<file path="config.mk">
export PLATFORM = sky130hd
export DESIGN_NAME = tcc_timer
export DESIGN_NICKNAME = d
export VERILOG_FILES = /design/src/tcc_pkg.sv /design/src/tcc_timer.sv
export SDC_FILE = /design/constraint.sdc
export NUM_CORES = 1
export LEC_CHECK = 0
export ABC_CLOCK_PERIOD_IN_PS = 4200
export BUFFER_PORTS_ARGS = -buffer_cell sky130_fd_sc_hd__buf_2
export CAP_MARGIN = 20
export CELL_PAD_IN_SITES_DETAIL_PLACEMENT = 1
export CELL_PAD_IN_SITES_GLOBAL_PLACEMENT = 2
export CORE_MARGIN = 5
export CORE_UTILIZATION = 29
export CTS_BUF_LIST = sky130_fd_sc_hd__clkbuf_2 sky130_fd_sc_hd__clkbuf_4 sky130_fd_sc_hd__clkbuf_8
export CTS_CLUSTER_SIZE = 24
export DETAILED_ROUTE_END_ITERATION = 10
export PLACE_DENSITY_LB_ADDON = 0.1
export SETUP_SLACK_MARGIN = 0.3
export SYNTH_ARGS = -nofsm -noshare
export SYNTH_HDL_FRONTEND = slang
export SYNTH_SLANG_ARGS = --single-unit
</file>
<file path="constraint.sdc">
create_clock -name clk -period 4.2 [get_ports clk]
set_input_delay 0.84 -clock clk [delete_from_list [all_inputs] [get_ports clk]]
set_output_delay 0.84 -clock clk [all_outputs]
set_load 0.01 [all_outputs]
</file>
<file path="src/tcc_pkg.sv">
// Package of constants and types for the timer capture/compare block.
package tcc_pkg;
    // ------------------------------------------------------------------
    // Sizes and reset values
    // ------------------------------------------------------------------
    localparam int CH_COUNT = 4;
    localparam int CH_BASE = 4;
    localparam int CNT_W = 16;
    localparam logic [15:0] CNT_RESET = 16'h0000;
    localparam logic [15:0] CNT_MAX = 16'hFFFF;
    localparam logic [6:0] PRE_RESET = 7'h00;
    localparam logic [5:0] GATE_DIV_LAST = 6'h3F;
    localparam int CH7_IDX = 3;
    // ------------------------------------------------------------------
    // Compare action encoding {mode bit, level bit}
    // ------------------------------------------------------------------
    typedef enum logic [1:0] {
        TCC_ACT_OFF = 2'b00,
        TCC_ACT_TOGGLE = 2'b01,
        TCC_ACT_CLEAR = 2'b10,
        TCC_ACT_SET = 2'b11
    } tcc_action_t;
endpackage

</file>
<file path="src/tcc_timer.sv">
// Four-channel 16-bit timer with capture, compare and pulse accumulator.
module tcc_timer
    import tcc_pkg::*;
(
    // Clock and reset
    input wire logic clk,
    input wire logic rst,
    // Timer control
    input wire logic timerEnable,
    input wire logic [2:0] clockDivisorSelect,
    input wire logic counterResetOnCh7Enable,
    input wire logic fastFlagClearEnable,
    input wire logic counterOverflowFlagClear,
    // Channel control
    input wire logic [3:0] channelDirectionSelect,
    input wire logic [3:0] compareActionModeBit,
    input wire logic [3:0] compareActionLevelBit,
    input wire logic [3:0] captureEdgeRising,
    input wire logic [3:0] captureEdgeFalling,
    input wire logic [3:0] forceCompareBit,
    input wire logic [3:0] channelIrqEnable,
    input wire logic [3:0] channelEventFlagClear,
    input wire logic [3:0] ch7CompareMask,
    input wire logic [3:0] ch7CompareData,
    input wire logic [63:0] channelWriteValue,
    input wire logic [3:0] channelWriteStrobe,
    input wire logic [3:0] portWriteValue,
    input wire logic [3:0] portWriteStrobe,
    // Accumulator control
    input wire logic accumulatorEnable,
    input wire logic accumulatorModeBit,
    input wire logic accumulatorEdgeSelect,
    input wire logic accumulatorOverflowIrqEnable,
    input wire logic accumulatorInputIrqEnable,
    input wire logic [1:0] accumulatorFlagClear,
    input wire logic accumulatorCountAccess,
    input wire logic [15:0] accumulatorWriteValue,
    input wire logic accumulatorWriteStrobe,
    // Pins
    input wire logic [3:0] channelPinIn,
    output logic [3:0] channelPinOut,
    // Status
    output logic [15:0] timerCount,
    output logic [63:0] channelRegister,
    output logic [3:0] channelEventFlag,
    output logic counterOverflowFlag,
    output logic [15:0] accumulatorCount,
    output logic [1:0] accumulatorFlagRegister,
    // Interrupt requests
    output logic [3:0] channelIrq,
    output logic accumulatorInputIrq,
    output logic accumulatorOverflowIrq,
    output logic counterOverflowIrq
);
    import tcc_pkg::*;

    // ------------------------------------------------------------------
    // Pin synchronisers
    // ------------------------------------------------------------------
    logic [3:0] pinMeta_reg, pinSync_reg, pinLast_reg;
    always_ff @(posedge clk) begin
        if (rst) begin
            pinMeta_reg <= 4'h0;
            pinSync_reg <= 4'h0;
            pinLast_reg <= 4'h0;
        end else begin
            pinMeta_reg <= channelPinIn;
            pinSync_reg <= pinMeta_reg;
            pinLast_reg <= pinSync_reg;
        end
    end
    logic [3:0] pinRise, pinFall;
    assign pinRise = pinSync_reg & ~pinLast_reg;
    assign pinFall = ~pinSync_reg & pinLast_reg;

    // ------------------------------------------------------------------
    // Prescaler
    // ------------------------------------------------------------------
    logic [6:0] pre_reg;
    logic [6:0] preMask;
    logic preTick;
    always_ff @(posedge clk) begin
        if (rst || !timerEnable) begin
            pre_reg <= PRE_RESET;
        end else begin
            pre_reg <= pre_reg + 7'h01;
        end
    end
    assign preMask = 7'((8'h01 << clockDivisorSelect) - 8'h01);
    assign preTick = timerEnable && ((pre_reg & preMask) == preMask);

    // The gating clock counts prescaler ticks, so it dies with the timer.
    logic [5:0] gateDiv_reg;
    logic gateTick;
    always_ff @(posedge clk) begin
        if (rst || !timerEnable) begin
            gateDiv_reg <= 6'h00;
        end else if (preTick) begin
            gateDiv_reg <= gateDiv_reg + 6'h01;
        end
    end
    assign gateTick = preTick && (gateDiv_reg == GATE_DIV_LAST);

    // ------------------------------------------------------------------
    // Compare matches and capture events
    // ------------------------------------------------------------------
    logic [15:0] count_reg;
    logic [3:0] match;
    logic [3:0] capture;
    for (genvar i = 0; i < CH_COUNT; i++) begin : gMatch
        assign match[i] = preTick && channelDirectionSelect[i]
            && (count_reg == channelRegister[16*i +: 16]);
        assign capture[i] = !channelDirectionSelect[i]
            && ((pinRise[i] && captureEdgeRising[i])
            || (pinFall[i] && captureEdgeFalling[i]));
    end
    logic ch7Match;
    assign ch7Match = match[CH7_IDX];

    // ------------------------------------------------------------------
    // Main counter
    // ------------------------------------------------------------------
    always_ff @(posedge clk) begin
        if (rst) begin
            count_reg <= CNT_RESET;
        end else if (ch7Match && counterResetOnCh7Enable) begin
            count_reg <= CNT_RESET;
        end else if (preTick) begin
            count_reg <= count_reg + 16'h0001;
        end
    end
    assign timerCount = count_reg;

    always_ff @(posedge clk) begin
        if (rst) begin
            counterOverflowFlag <= 1'b0;
        end else if (preTick && count_reg == CNT_MAX
                && !(ch7Match && counterResetOnCh7Enable)) begin
            counterOverflowFlag <= 1'b1;
        end else if (counterOverflowFlagClear) begin
            counterOverflowFlag <= 1'b0;
        end
    end

    // ------------------------------------------------------------------
    // Channels
    // ------------------------------------------------------------------
    logic [3:0] pinOut_reg, portLatch_reg;
    for (genvar i = 0; i < CH_COUNT; i++) begin : gChan
        logic [1:0] act;
        logic owned;
        logic compareLevel;
        assign act = {compareActionModeBit[i], compareActionLevelBit[i]};
        assign owned = channelDirectionSelect[i] && act != TCC_ACT_OFF;

        always_comb begin
            compareLevel = pinOut_reg[i];
            case (act)
                TCC_ACT_TOGGLE: compareLevel = ~pinOut_reg[i];
                TCC_ACT_CLEAR: compareLevel = 1'b0;
                TCC_ACT_SET: compareLevel = 1'b1;
                default: compareLevel = pinOut_reg[i];
            endcase
        end

        always_ff @(posedge clk) begin
            if (rst) begin
                channelRegister[16*i +: 16] <= CNT_RESET;
            end else if (capture[i]) begin
                channelRegister[16*i +: 16] <= count_reg;
            end else if (channelWriteStrobe[i]) begin
                channelRegister[16*i +: 16] <= channelWriteValue[16*i +: 16];
            end
        end

        always_ff @(posedge clk) begin
            if (rst) begin
                channelEventFlag[i] <= 1'b0;
            end else if (capture[i] || match[i]) begin
                channelEventFlag[i] <= 1'b1;
            end else if (channelEventFlagClear[i]) begin
                channelEventFlag[i] <= 1'b0;
            end
        end

        always_ff @(posedge clk) begin
            if (rst) begin
                portLatch_reg[i] <= 1'b0;
            end else if (portWriteStrobe[i]) begin
                portLatch_reg[i] <= portWriteValue[i];
            end
        end

        // Channel 7 override comes first; its own action loses to it.
        always_ff @(posedge clk) begin
            if (rst) begin
                pinOut_reg[i] <= 1'b0;
            end else if (ch7Match && ch7CompareMask[i]) begin
                pinOut_reg[i] <= ch7CompareData[i];
            end else if (owned && (match[i] || forceCompareBit[i])) begin
                pinOut_reg[i] <= compareLevel;
            end else if (!owned && !ch7CompareMask[i]) begin
                pinOut_reg[i] <= portLatch_reg[i];
            end
        end

        always_ff @(posedge clk) begin
            if (rst) begin
                channelIrq[i] <= 1'b0;
            end else begin
                channelIrq[i] <= channelEventFlag[i] && channelIrqEnable[i];
            end
        end
    end
    assign channelPinOut = pinOut_reg;

    // ------------------------------------------------------------------
    // Pulse accumulator
    // ------------------------------------------------------------------
    logic accPin, accPinLast;
    logic accActive, accTrailing, accEdge, accStep, accWrap;
    assign accPin = pinSync_reg[CH7_IDX];
    assign accPinLast = pinLast_reg[CH7_IDX];
    // Zero selects falling edge or high level, one rising or low.
    assign accEdge = accumulatorEdgeSelect ? (accPin && !accPinLast)
        : (!accPin && accPinLast);
    assign accActive = accPin ^ accumulatorEdgeSelect;
    assign accTrailing = accumulatorEdgeSelect ? (accPin && !accPinLast)
        : (!accPin && accPinLast);
    // A software write to the count wins over a step in the same cycle.
    assign accStep = !accumulatorWriteStrobe && accumulatorEnable
        && (accumulatorModeBit
        ? (gateTick && accActive)
        : accEdge);
    assign accWrap = accStep && accumulatorCount == CNT_MAX;

    always_ff @(posedge clk) begin
        if (rst) begin
            accumulatorCount <= CNT_RESET;
        end else if (accumulatorWriteStrobe) begin
            accumulatorCount <= accumulatorWriteValue;
        end else if (accStep) begin
            accumulatorCount <= accumulatorCount + 16'h0001;
        end
    end

    // Set wins over a clear in the same cycle so no event is lost.
    logic fastClear;
    assign fastClear = fastFlagClearEnable && accumulatorCountAccess;
    always_ff @(posedge clk) begin
        if (rst) begin
            accumulatorFlagRegister <= 2'b00;
        end else begin
            if (accWrap) begin
                accumulatorFlagRegister[1] <= 1'b1;
            end else if (accumulatorFlagClear[1] || fastClear) begin
                accumulatorFlagRegister[1] <= 1'b0;
            end
            if (accumulatorEnable && (accumulatorModeBit ? accTrailing
                    : accEdge)) begin
                accumulatorFlagRegister[0] <= 1'b1;
            end else if (accumulatorFlagClear[0] || fastClear) begin
                accumulatorFlagRegister[0] <= 1'b0;
            end
        end
    end

    // ------------------------------------------------------------------
    // Interrupt requests
    // ------------------------------------------------------------------
    always_ff @(posedge clk) begin
        if (rst) begin
            accumulatorInputIrq <= 1'b0;
            accumulatorOverflowIrq <= 1'b0;
            counterOverflowIrq <= 1'b0;
        end else begin
            accumulatorInputIrq <= accumulatorFlagRegister[0]
                && accumulatorInputIrqEnable;
            accumulatorOverflowIrq <= accumulatorFlagRegister[1]
                && accumulatorOverflowIrqEnable;
            counterOverflowIrq <= counterOverflowFlag;
        end
    end
endmodule

</file>
==> impl_metrics.yaml <==
timing:
  setup_viol: 0
  rsz0062_at_grt: "false"
  report.final.hold_viol_count: 0
  skew_ns: 0.0166
  max_freq_mhz: 299
  finalCritPeriodShare: 0.796
  slew-limit-headroom: 0.480
  final_max_slew_viol_count: 0
  post-route-min-period_ns: 3.34
  fin_tns_setup_ns: 0
  worst_slew_pin_slew_ns: 0.778
detailed_routing:
  routed-wl-met3_um: 1670
  route.met2.wl_um: 12100
  wl_per_cell_um: 18.6
  drc: 0
  drt_iter0_drc: 356
  drt-met1-wl_um: 13500
  finalWirelength_um: 27800
  topRoutingLayerUsed: "met5"
  antenna_left: 0
  num_vias: 7058
  via_per_inst: 4.74
  first_pass_iters: 4
critical_path:
  path_max_fanout: 17
  cp-end-kind: "register"
  cp.arrival_ns: 3.70
  path_class: "input pin to register"
  cp_cell_sequence: "buf_2 > or3_1 > ha_1 > and4bb_2 > o21a_1 > o41a_1 > a31oi_4 > nor3b_1 > xnor2_1 > a211oi_1"
  crit_required_ns: 4.55
  cpPeakStageDelay_ns: 0.57
  critPathSlowestCell: "a31oi_4"
  crit_path_start_kind: "input pin"
clock_tree:
  clock-root-buffer: "clkbuf_8"
  hold_buffers: 0
  cts_buffer_depth: 2
  post_cts_resized: 0
  clkLatencyLatePin_ns: 0.45
  clk_pin_slew_worst_paths_ns: 0.09
  post_cts_buffers: 0
  cts_buffers: 17
  cts_num_sinks: 143
  cts_tree: "done"
  cts_max_level: 4
grt:
  grtUsageTotal: 0.186
  grt_overflow: 0
  grt_pass1_vias: 7177
  grt_max_degree: 64
  antenna_found_initial: 9
  grt_pass1_wl_um: 42100
yosys:
  synth_top_area_frac: 0.382
  synthMuxAreaShare: 0.0938
  synth_enable_flop_cells: 0
  yosysWarnings: 0
  synthSimpleGateAreaFrac: 0.230
  syn_area_per_cell_um2: 8.36
  synth_area_leaders: "dfxtp_1 38%, nor2_1 9.7%, mux2i_1 9.1%"
  synth_top_family_by_area: "simple AND/OR/NAND/NOR gates"
  synth_compound_area_frac: 0.116
  yosys-top-cells-count: "193 x nor2_1, 143 x dfxtp_1, 84 x a21oi_1"
  yosysMostFrequentCell: "nor2_1"
  async_flop_share: 0
  ys_seq_elements: 143
  yosysSeqAreaShare: 0.382
  ys.flop_type: "dfxtp_1"
  synth_cells: 896
  synth_nets: 1059
  synth-adder-area-share: 0.0150
  yosysTopAreaCell: "dfxtp_1"
  synth-xor-area-share: 0.122
  yosysUniqueCellTypes: 62
  syn_area_um2: 7490
run:
  drv_cap: 0
pwr:
  power.leakage_nw: 4.58
  pwr_density_cell_nw_per_um2: 321
  p_total_w: 0.00307
  peakVddDrop_v: 0.000173
placement:
  port_buffers: 267
  gp_congestion: 0.784
  dpl.hpwl_um: 21200
  place_area_um2: 9170
cells_and_area:
  fin_nets: 1306
  finalInstanceArea_um2: 9580
  largest_reg_flops: 64
  multi_input_area_um2: 4340
  largest_register: "channelRegister"
  area_growth_pct: 27.8
  n_fill_cell: 3101
  drive_above_1_share: 0.297
  register_area_um2: 2860
outcome:
  outcome: "finished clean"
die:
  die_width_um: 171
  initial_core_util: 0.296
  die_h_um: 171
  io_pins: 268
  rows: 58
  dieArea_um2: 29200
  core_area_um2: 25300
worst_hold_path:
  holdCritPathClass: "register to register"
## cell usage in the layout, fill, tap and decap left out, drive strengths merged, types with 19 or more instances in the layout
master and count:
dfxtp 143, buf 288, a21oi 84, nor2b 23
clkbuf 19, xnor2 51, nand3 22, mux2i 68
nand2 29, xor2 53, inv 19, nor2 194
## final cells by class
cell class	instances	area share
Antenna cell	4	0.00105
Clock buffer	19	0.0267
Clock inverter	13	0.0145
Inverter	17	0.00666
Multi-Input combinational cell	676	0.453
Sequential cell	143	0.299
Tap cell	330	0.0431
Timing Repair Buffer	288	0.156
## worst paths after layout
path,slack (ns),depth (start not counted),start,to
hold / removal,0.45,1,pinMeta_reg[1],pinSync_reg[1]
hold reg to reg,0.45,1,pinMeta_reg[1],pinSync_reg[1]
setup / recovery,0.86,10,clockDivisorSelect[2],accumulatorCount[5]
setup reg to reg,1.65,7,timerCount[12],channelPinOut[0]
## cell families after synthesis
logic type | after synthesis
multiplexers | 70
buffers and inverters | 77
AND/OR/NAND/NOR | 354
XOR/XNOR | 104
flip-flops | 143
adder cells (fa/ha/maj) | 9
AO/OA/AOI/OAI | 139
## power by group
group / total (W) / internal, W / switching [W]
sequential: 0.00148 / 0.00142 / 0.0000609
combinational: 0.000463 / 0.000214 / 0.000249
clock: 0.00113 / 0.000551 / 0.000583
total: 0.00307 / 0.00218 / 0.000892
## through the flow
| stage | hold slack, ns | cells | setup slack (ns) | utilization |
|---|---|---|---|---|
| final | 0.446 | 1490 | 0.856 | 0.378 |
| after global routing | 0.453 | 1490 | 0.681 | 0.378 |
| after CTS | 0.447 | 1486 | 0.876 | 0.378 |
| after detailed placement | 0.427 | 1454 | 0.404 | 0.362 |
| after global placement | 0.416 | 1454 | 0.460 | 0.362 |
| after floorplan | 0.414 | 896 | 0.742 | - |
## critical path, delay by kind of cell
family	cells	cell delay, ns
AO/OA/AOI/OAI	4	1.42
AND/OR/NAND/NOR	3	0.82
adder cells (fa/ha/maj)	1	0.31
XOR/XNOR	1	0.16
buffers and inverters	1	0.15
## layer usage
layer | GRT usage | up-vias
met3 | 0.0478 | 31
li1 | - | 3548
met2 | 0.284 | 188
met1 | 0.261 | 3281
met5 | 0 | -
met4 | 0.0486 | 10
(Power assumes the default switching activity.)
